--- src/common/lam_params.svh ---
// offsets, field positions and reset values of the alarm status block
// assumes 8-bit registers reached through the serial-port register port
`ifndef LAM_PARAMS_SVH
`define LAM_PARAMS_SVH

// ==========================================================================
// register offsets
`define LAM_ADDR_CFG      8'h00
`define LAM_ADDR_STATUS   8'h01
`define LAM_ADDR_MASK     8'h03
`define LAM_ADDR_PACE     8'h07
`define LAM_ADDR_CHDIS    8'h08
`define LAM_ADDR_ADVCFG   8'h0B

// ==========================================================================
// reset values
`define LAM_RST_CFG       8'h08
`define LAM_RST_ZERO      8'h00

// ==========================================================================
// field positions
`define LAM_CFG_START     0
`define LAM_CFG_INTEN     1
`define LAM_CFG_INTCLR    3
`define LAM_CFG_INIT      7
`define LAM_PACE_CONT     0
`define LAM_ADV_MODE_LO   1
`define LAM_ADV_MODE_HI   2
`define LAM_TEMP_BIT      7

// ==========================================================================
// writable bits and per-mode flag layouts
`define LAM_CFG_WMASK     8'h0B
`define LAM_PACE_WMASK    8'h01
`define LAM_ADV_WMASK     8'h07
`define LAM_VALID_M0      8'hFF
`define LAM_VALID_M1      8'hFF
`define LAM_VALID_M2      8'h8F
`define LAM_VALID_M3      8'hBF

`endif

--- src/common/lam_pkg.sv ---
// types shared by the alarm status block
// assumes lam_params.svh carries the numbers
package lam_pkg;

	// ======================================================================
	// input configuration modes
	typedef enum logic [1:0]
	{
		LAM_MODE_SE7_TEMP  = 2'h0,
		LAM_MODE_SE8       = 2'h1,
		LAM_MODE_DIFF_TEMP = 2'h2,
		LAM_MODE_MIXED     = 2'h3
	} lam_mode_e;

	// ======================================================================
	// register port request
	typedef struct packed
	{
		logic       wr;
		logic       rd;
		logic [7:0] addr;
		logic [7:0] wdata;
	} lam_req_s;

	// ======================================================================
	// window comparator results, one bit per status position
	typedef struct packed
	{
		logic [7:0] high;
		logic [7:0] low;
	} lam_hit_s;

endpackage

--- src/rtl/lam_flag_bank.sv ---
// sticky error flags, one per status bit position
// assumes comparator results are one-cycle pulses on CLK
`timescale 1ns/1ps
`include "lam_params.svh"

module lam_flag_bank
(
	// clock and reset
	input  wire logic          clk,
	input  wire logic          rst,
	// comparator events and qualifiers
	input  lam_pkg::lam_hit_s  hit,
	input  wire logic [7:0]    valid,
	input  wire logic [7:0]    disable_bits,
	input  wire logic          temp_high_only,
	input  wire logic          run,
	input  wire logic          clear,
	// flags
	output logic [7:0]         flags_ff
);

	logic [7:0] nxt_flags;

	// ======================================================================
	// per-bit set; a set in the clearing cycle wins
	genvar i;
	generate
		for (i = 0; i < 8; i = i + 1)
		begin : g_bit
			logic lo_ok;
			assign lo_ok = (i == `LAM_TEMP_BIT) ? ~temp_high_only : 1'b1;
			assign nxt_flags[i] = (flags_ff[i] & ~clear)
				| (run & valid[i] & ~disable_bits[i]
				& (hit.high[i] | (hit.low[i] & lo_ok)));
		end
	endgenerate

	// flag register
	always_ff @(posedge clk or posedge rst)
	begin
		if (rst)
			flags_ff <= `LAM_RST_ZERO;
		else
			flags_ff <= nxt_flags;
	end

endmodule

--- src/rtl/lam_alarm_ctrl.sv ---
// alarm status, mask, interrupt pin and conversion pace registers
// assumes register requests come decoded from the serial-port engine
`timescale 1ns/1ps
`include "lam_params.svh"

// Summary of operation
// mode 0 flags inputs 0-6, mode 1 flags inputs 0-7 on either limit
// bit 7 is temperature in modes 0, 2, 3, set by upper limit only
// mode 2 bits 0-3 flag the four pairs, bits 4-6 reserved
// mode 3 bits 0-3 single inputs, bits 4-5 pairs, bit 6 reserved
// status, mask, pace reset to zero; status ignores host writes
// a set mask bit keeps its flag off the interrupt pin
// mask bit layout follows the status layout of the active mode
// pace bit 0 picks low-power or continuous conversion; rest reserved
// host writes pace only while the run bit is zero
// interrupt pin asserts only while pin enable is set
// interrupt clear releases the pin, keeps flags, halts monitoring loop
// disabled channel never sets its flag
// mode lives in the advanced configuration register with reference select
// pin low when enabled and any unmasked flag is set
// reserved status and mask bits read zero and ignore writes
module lam_alarm_ctrl
(
	// clock and reset
	input  wire logic          CLK,
	input  wire logic          RST,
	// register port
	input  lam_pkg::lam_req_s  REG_REQ,
	output logic [7:0]         REG_RDATA,
	// comparator results
	input  lam_pkg::lam_hit_s  LIMIT_HIT,
	// controls to the converter
	output logic               LOOP_RUN,
	output logic               CONV_CONTINUOUS,
	output logic [1:0]         CFG_MODE,
	// interrupt pin
	output logic               INT_N
);

	logic [7:0]         cfg_ff;
	logic [7:0]         mask_ff;
	logic [7:0]         pace_ff;
	logic [7:0]         chdis_ff;
	logic [7:0]         adv_ff;
	logic [7:0]         flags_ff;
	logic [7:0]         rdata_ff;
	logic               int_n_ff;
	logic               run_ff;
	logic               cont_ff;
	logic [1:0]         mode_out_ff;
	logic [7:0]         valid;
	logic [7:0]         pending;
	logic [7:0]         nxt_rdata;
	logic               wr_cfg;
	logic               init;
	logic               flag_clear;
	lam_pkg::lam_mode_e mode;

	// ======================================================================
	// decode
	assign mode       = lam_pkg::lam_mode_e'(adv_ff[`LAM_ADV_MODE_HI:`LAM_ADV_MODE_LO]);
	assign wr_cfg     = REG_REQ.wr & (REG_REQ.addr == `LAM_ADDR_CFG);
	assign init       = wr_cfg & REG_REQ.wdata[`LAM_CFG_INIT];
	assign flag_clear = init | (REG_REQ.wr & (REG_REQ.addr == `LAM_ADDR_CHDIS));

	// layout of live bits in the active mode
	always_comb
	begin
		unique case (mode)
			lam_pkg::LAM_MODE_SE7_TEMP:  valid = `LAM_VALID_M0;
			lam_pkg::LAM_MODE_SE8:       valid = `LAM_VALID_M1;
			lam_pkg::LAM_MODE_DIFF_TEMP: valid = `LAM_VALID_M2;
			lam_pkg::LAM_MODE_MIXED:     valid = `LAM_VALID_M3;
		endcase
	end

	assign pending = flags_ff & valid & ~mask_ff;

	// ======================================================================
	// configuration register; init restores defaults and self-clears
	always_ff @(posedge CLK or posedge RST)
	begin
		if (RST)
			cfg_ff <= `LAM_RST_CFG;
		else if (init)
			cfg_ff <= `LAM_RST_CFG;
		else if (wr_cfg)
			cfg_ff <= REG_REQ.wdata & `LAM_CFG_WMASK;
	end

	// mask register, reserved positions dropped on write
	always_ff @(posedge CLK or posedge RST)
	begin
		if (RST)
			mask_ff <= `LAM_RST_ZERO;
		else if (init)
			mask_ff <= `LAM_RST_ZERO;
		else if (REG_REQ.wr && REG_REQ.addr == `LAM_ADDR_MASK)
			mask_ff <= REG_REQ.wdata & valid;
	end

	// conversion pace; accepted whenever written, host keeps run low
	always_ff @(posedge CLK or posedge RST)
	begin
		if (RST)
			pace_ff <= `LAM_RST_ZERO;
		else if (init)
			pace_ff <= `LAM_RST_ZERO;
		else if (REG_REQ.wr && REG_REQ.addr == `LAM_ADDR_PACE)
			pace_ff <= REG_REQ.wdata & `LAM_PACE_WMASK;
	end

	// channel disable register
	always_ff @(posedge CLK or posedge RST)
	begin
		if (RST)
			chdis_ff <= `LAM_RST_ZERO;
		else if (init)
			chdis_ff <= `LAM_RST_ZERO;
		else if (REG_REQ.wr && REG_REQ.addr == `LAM_ADDR_CHDIS)
			chdis_ff <= REG_REQ.wdata & valid;
	end

	// advanced configuration: mode and reference select
	always_ff @(posedge CLK or posedge RST)
	begin
		if (RST)
			adv_ff <= `LAM_RST_ZERO;
		else if (init)
			adv_ff <= `LAM_RST_ZERO;
		else if (REG_REQ.wr && REG_REQ.addr == `LAM_ADDR_ADVCFG)
			adv_ff <= REG_REQ.wdata & `LAM_ADV_WMASK;
	end

	// ======================================================================
	// sticky flags
	lam_flag_bank u_flags
	(
		.clk            (CLK),
		.rst            (RST),
		.hit            (LIMIT_HIT),
		.valid          (valid),
		.disable_bits   (chdis_ff),
		.temp_high_only (mode != lam_pkg::LAM_MODE_SE8),
		.run            (run_ff & ~cfg_ff[`LAM_CFG_INTCLR]),
		.clear          (flag_clear),
		.flags_ff       (flags_ff)
	);

	// ======================================================================
	// read mux, unmapped offsets read zero
	always_comb
	begin
		unique case (REG_REQ.addr)
			`LAM_ADDR_CFG:    nxt_rdata = cfg_ff;
			`LAM_ADDR_STATUS: nxt_rdata = flags_ff & valid;
			`LAM_ADDR_MASK:   nxt_rdata = mask_ff & valid;
			`LAM_ADDR_PACE:   nxt_rdata = pace_ff;
			`LAM_ADDR_CHDIS:  nxt_rdata = chdis_ff & valid;
			`LAM_ADDR_ADVCFG: nxt_rdata = adv_ff;
			default:          nxt_rdata = `LAM_RST_ZERO;
		endcase
	end

	// read data register
	always_ff @(posedge CLK or posedge RST)
	begin
		if (RST)
			rdata_ff <= `LAM_RST_ZERO;
		else if (REG_REQ.rd)
			rdata_ff <= nxt_rdata;
	end

	// ======================================================================
	// interrupt pin, active low
	always_ff @(posedge CLK or posedge RST)
	begin
		if (RST)
			int_n_ff <= 1'b1;
		else
			int_n_ff <= ~(cfg_ff[`LAM_CFG_INTEN]
				& ~cfg_ff[`LAM_CFG_INTCLR]
				& (|pending));
	end

	// converter controls; interrupt clear halts the loop
	always_ff @(posedge CLK or posedge RST)
	begin
		if (RST)
		begin
			run_ff      <= 1'b0;
			cont_ff     <= 1'b0;
			mode_out_ff <= 2'h0;
		end
		else
		begin
			run_ff      <= cfg_ff[`LAM_CFG_START] & ~cfg_ff[`LAM_CFG_INTCLR];
			cont_ff     <= pace_ff[`LAM_PACE_CONT];
			mode_out_ff <= adv_ff[`LAM_ADV_MODE_HI:`LAM_ADV_MODE_LO];
		end
	end

	assign REG_RDATA       = rdata_ff;
	assign INT_N           = int_n_ff;
	assign LOOP_RUN        = run_ff;
	assign CONV_CONTINUOUS = cont_ff;
	assign CFG_MODE        = mode_out_ff;
endmodule

--- config.mk ---
export PLATFORM = sky130hd
export DESIGN_NAME = lam_alarm_ctrl
export DESIGN_NICKNAME = d
export VERILOG_FILES = /design/src/common/lam_pkg.sv /design/src/rtl/lam_flag_bank.sv /design/src/rtl/lam_alarm_ctrl.sv
export VERILOG_INCLUDE_DIRS = /design/src /design/src/common
export SDC_FILE = /design/constraint.sdc
export NUM_CORES = 1
export LEC_CHECK = 0
export BUFFER_PORTS_ARGS = -buffer_cell sky130_fd_sc_hd__buf_2
export CORE_AREA = 3 3 82 65
export CTS_CLUSTER_SIZE = 24
export DETAILED_ROUTE_END_ITERATION = 12
export DIE_AREA = 0 0 85 68
export PLACE_DENSITY = 0.72
export SYNTH_ARGS = -nofsm -noshare
export SYNTH_HDL_FRONTEND = slang
export SYNTH_SLANG_ARGS = --single-unit
--- constraint.sdc ---
create_clock -name CLK -period 1.86 [get_ports CLK]
set_input_delay 0.279 -clock CLK [delete_from_list [all_inputs] [get_ports CLK]]
set_output_delay 0.279 -clock CLK [all_outputs]
set_load 0.1 [all_outputs]
-- Word level (Yosys, flattened, before mapping)
Cells that the tools add are included.
- bitwise operators: 75
- multiplexer cells: 12
- equality and inequality tests: 9
- reductions and logical operators: 13
- operators with widths (cell ; count):
    $mux W8 ; 10
    $pmux W8 S6 ; 1
    $and A1 B1 Y1 ; 40
    $and A8 B8 Y8 ; 5
    $pmux W8 S3 ; 1
    $or A1 B1 Y1 ; 17
    $eq A8 B4 Y1 const B ; 2
    $not A1 Y1 ; 12
    $reduce_bool A2 Y1 ; 5
    $eq A8 B1 Y1 const B ; 1
    $eq A8 B2 Y1 const B ; 1
    $eq A8 B3 Y1 const B ; 1
    $logic_not A8 Y1 ; 1
    $not A8 Y8 ; 1
    $reduce_or A8 Y1 ; 1
    $eq A2 B2 Y1 const B ; 2
    $logic_and A1 B1 Y1 ; 4
    $eq A2 B1 Y1 const B ; 1
    $logic_not A2 Y1 ; 1
    $ne A2 B1 Y1 const B ; 1
    $reduce_or A2 Y1 ; 1
- input bits: 36
- bits in registers: 61

-- Longest topological paths before layout
- depth in word-level cells: 8
- mapped depth: 6
- mapped depth without buffers: 4

-- Cells and area by module
Synthesis repeated with hierarchy kept, for this count alone.
- cells, all modules: 230
- area total of the unflattened synthesis: 2217.1 µm²
- by module, submodules not included (module ; area an instance (µm²) ; cells an instance ; instances):
    lam_alarm_ctrl ; 1839.3 ; 193 ; 1
    lam_flag_bank ; 377.9 ; 37 ; 1

-- Worst setup path before layout
No wires, ideal clock.
- path kind: input to register
- start: input port REG_REQ[13] (netlist name)
- end: register u_flags.flags_ff[6]
- stages on the path: 5
- library setup time: 0.121 ns
- path slack: -0.080 ns
- data required time: 1.739 ns
- arrival: 1.819 ns
- cell sequence: or4_4 -> buf_6 -> or4_1 -> buf_2 -> a22o_1
- cells in the longest elaborated chain, start to end: 7
- ends and longest elaborated chain (what ; line ; source):
    from (decl) ; lam_alarm_ctrl.sv:28 ; input lam_pkg::lam_req_s REG_REQ,
    $logic_not A8 Y1 ; -- ;
    $and A1 B1 Y1 ; lam_alarm_ctrl.sv:62 ; assign wr_cfg = REG_REQ.wr & (REG_REQ.addr == `LAM_ADDR_CFG);
    $and A1 B1 Y1 ; lam_alarm_ctrl.sv:63 ; assign init = wr_cfg & REG_REQ.wdata[`LAM_CFG_INIT];
    $or A1 B1 Y1 * ; lam_alarm_ctrl.sv:64 ; assign flag_clear = init | (REG_REQ.wr & (REG_REQ.addr == `LAM_ADDR_CHDIS));
    $not A1 Y1 * ; lam_flag_bank.sv:32 ; assign nxt_flags[i] = (flags_ff[i] & ~clear)
    $and A1 B1 Y1 * ; lam_flag_bank.sv:32 ;
    $or A1 B1 Y1 * ; lam_flag_bank.sv:33 ; | (run & valid[i] & ~disable_bits[i]
    via u_flags.nxt_flags[6] ; lam_flag_bank.sv:22 ; logic [7:0] nxt_flags;
    to (signal assigned) ; lam_flag_bank.sv:42 ; flags_ff <= `LAM_RST_ZERO;
    to (signal assigned) ; lam_flag_bank.sv:44 ; flags_ff <= nxt_flags;
    to (decl) ; lam_flag_bank.sv:19 ; output logic [7:0] flags_ff
The timed path passes the listed nets; every way through them passes the cells marked *.
A chain may end at the register's enable or synchronous reset.

-- Worst setup path in the final report
- start: input port REG_REQ[13] (netlist name)
- end: register rdata_ff[6] (netlist: REG_RDATA[6])
- cells in the longest elaborated chain, start to end: 2
- ends and longest elaborated chain (what ; line ; source):
    $eq A8 B4 Y1, or another cell as far along ; lam_alarm_ctrl.sv:154 ; unique case (REG_REQ.addr)
    $pmux W8 S6 * ; lam_alarm_ctrl.sv:154 ;
    to (signal assigned) ; lam_alarm_ctrl.sv:169 ; rdata_ff <= `LAM_RST_ZERO;
    to (signal assigned) ; lam_alarm_ctrl.sv:171 ; rdata_ff <= nxt_rdata;
    to (decl) ; lam_alarm_ctrl.sv:46 ; logic [7:0] rdata_ff;
Mark *: on every way between the ends. The rest lies on a longest branch, timed or not.

==> reports/metrics.csv <==
metric;value;unit
ys_seq_area_share;48.7;%
finalSetupViolCount;0;
cts_buffer_depth;2;
diodes;0;
cts_sinks;44;
grt_max_degree;45;
yosysWarnings;0;
cts_buffers;5;
p_switching;0.606;mW
comb_power_share;17.5;%
critical_path_class;in -> reg;
port_buffers;48;
io_pins;49;
postLayoutCellArea;0.00278;mm^2
switching_share;30.8;%
min_path_type;in -> async;
hpwl;4400;um
track_usage;22.8;%
holdWs;0.0876;ns
syn_to_final_growth;22.7;%
fmax;580;MHz
relSlewSlack;62.8;%
maxSlewViolCount;0;
finalWirelength;5950;um
worstSkewPairLatency;0.31;ns
syn_area;0.00226;mm^2
ir_drop;481;uV
cts_setup_buffers;0;
clkTransAtPathRegs;0.09;ns
end_kind;flip-flop;
grt_pass1_vias;1881;
path_max_fanout;12;
p_seq_share;52.1;%
worstReg2RegEnd;REG_RDATA[4]$_DFFE_PP0P_;
rows;21;
yosys_register_bits;44;
p_clk_share;30.4;%
r2r_slack;0.39;ns
p_per_area;709;mW/mm^2
place_inst;335;
reg2reg_from;adv_ff[2]$_DFFE_PP0P_;
yosys.area.top_type;dfrtp_1;
r2r_cells;3;
max_cap_viol_count;0;
synth_area_leaders;dfrtp_1 46%, mux2i_1 9.7%, nor2_1 4.3%, nand2_1 3.1%, o21ai_0 3.1%;
hold_viol;0;
postCtsHoldBufs;0;
required;2.04;ns
antenna_found_initial;0;
arrival;1.90;ns
ant_nets;0;
synth_flop_cell;dfrtp_1;
grt_pass1_wl;9940;um
worst_slew_pin_slew;0.558;ns
synthesis.nets;258;
synth_area_per_cell;10.2;um^2
num_vias;1931;
remaining_drc_errors;0;
period_share;92.7;%
final_cell_count_no_fill;343;
ys_types;39;
p_leak;1.28;nW
die_y;68;um
synth_top_area_share;46.4;%
drtPass1Iterations;5;
cts_tree;built;
gr-total-overflow;0;
cts.repair.resized;0;
finClkSkew;0.00778;ns
synth-async-reset-ratio;100;%
netlist_instances;222;
status;complete, no violations;
num-nets-final;321;
die_area;0.00578;mm^2
cts-root-buf;clkbuf_8;
via_per_inst;5.63;
drt_iter0_drc;157;
post_drt_wl_per_cell;17.3;um
htreeDepth;2;
rsz0062_at_grt;false;
p_int;1.36;mW
coreArea;0.00449;mm^2
die_w;85;um
finalCriticalPeriod;1.72;ns
start_kind;input port;
gp_congestion;0.906;
placed_cell_area;0.00269;mm^2
synth_edf_count;0;
layout-drive-gt1-share;33.9;%
initial_core_util;50.4;%
num-fill-cells;386;
## metal layers
layer,global-route usage [%],up-vias,part of all wire [%]
met5,0,-,0
li1,-,921,-
met1,33.1,915,49
met2,32.8,88,40
met3,6.86,7,9.7
met4,6.52,0,1.2
## synthesized netlist by cell type, drive strengths merged (3+ instances only)
cell type,n
a22oi,3
a32oi,5
and2,3
buf,5
clkbuf,6
dfrtp,42
inv,12
mux2,5
mux2i,22
nand2,19
nand2b,4
nand3b,5
nor2,34
nor2b,6
nor3,4
nor4,4
o21ai,14
o2bb2ai,4
o41ai,4
## power groups by stage
stage	logic (mW)	clock network [mW]	registers [mW]
global route	0.376	0.645	1.03
detailed placement	0.344	0	1.05
CTS	0.345	0.610	1.03
finish	0.345	0.599	1.03
global placement	0.340	0	1.04
floorplan	0.140	0	1.13
## flip-flops by register name, summed over array words and instances, names as in the netlist
signal and cells:
REG_RDATA 8, chdis_ff 8, mask_ff 8, u_flags.flags_ff 8, adv_ff 3, cfg_ff 3
CFG_MODE 2, CONV_CONTINUOUS 1, INT_N 1, LOOP_RUN 1, pace_ff 1
## kinds of logic (layout without fill, tap and decap cells)
kind of cell / Yosys count / after routing / share of synthesized area [%]
AND/OR/NAND/NOR: 84 / 84 / 20.7
AO/OA/AOI/OAI: 44 / 44 / 14.0
flip-flops: 44 / 44 / 48.7
multiplexers: 27 / 27 / 12.2
buffers and inverters: 23 / 87 / 4.36
## cell type report
cell class                 count  area (um^2)  area share [%]
clock buffer                   6         72.6            2.61
tap                           57         71.3            2.57
timing repair buffer          67          408            14.7
inverter                      12         45.0            1.62
sequential                    44         1100            39.7
multi-input combinational    155         1070            38.4
clock inverter                 2         12.5           0.450
## how the worst max path moves through the flow
stage	startpoint	to	slack (ns)	cells past startpoint
final	REG_REQ[13]	REG_RDATA[6]$_DFFE_PP0P_	0.14	6
after global routing	REG_REQ[13]	REG_RDATA[6]$_DFFE_PP0P_	0.06	6
after CTS	REG_REQ[13]	REG_RDATA[6]$_DFFE_PP0P_	0.12	6
after detailed placement	REG_REQ[13]	REG_RDATA[6]$_DFFE_PP0P_	-0.19	6
after global placement	REG_REQ[13]	REG_RDATA[5]$_DFFE_PP0P_	-0.07	4
after floorplan	REG_REQ[13]	chdis_ff[0]$_DFFE_PP0P_	0.02	6
## cell usage in the layout, fill, tap and decap left out, types with 6 or more instances in the layout
| master | instances |
|---|---|
| buf_4 | 17 |
| o21ai_0 | 14 |
| nand2_1 | 19 |
| nor2_2 | 8 |
| mux2i_1 | 22 |
| buf_2 | 48 |
| inv_1 | 11 |
| nor2_1 | 26 |
| dfrtp_1 | 42 |
| nor2b_1 | 6 |
## stage by stage
stage | setup slack, ns | TNS (ns) | utilization (%) | total power [mW]
finish | 0.137 | 0 | 61.8 | 1.97
global route | 0.0553 | 0 | 61.8 | 2.06
CTS | 0.122 | 0 | 61.8 | 1.98
detailed placement | -0.190 | -1.85 | 60.0 | 1.39
global placement | -0.0687 | -0.606 | 60.0 | 1.39
floorplan | 0.0227 | 0 | - | 1.27
## worst max-delay path, stage by stage
cell and delay, ns:
buf_2 0.10, or4_4 0.65, nor4_1 0.30, buf_4 0.19, a32oi_1 0.08, o41ai_1 0.31
Note: power is estimated with default switching activity, not from simulation.
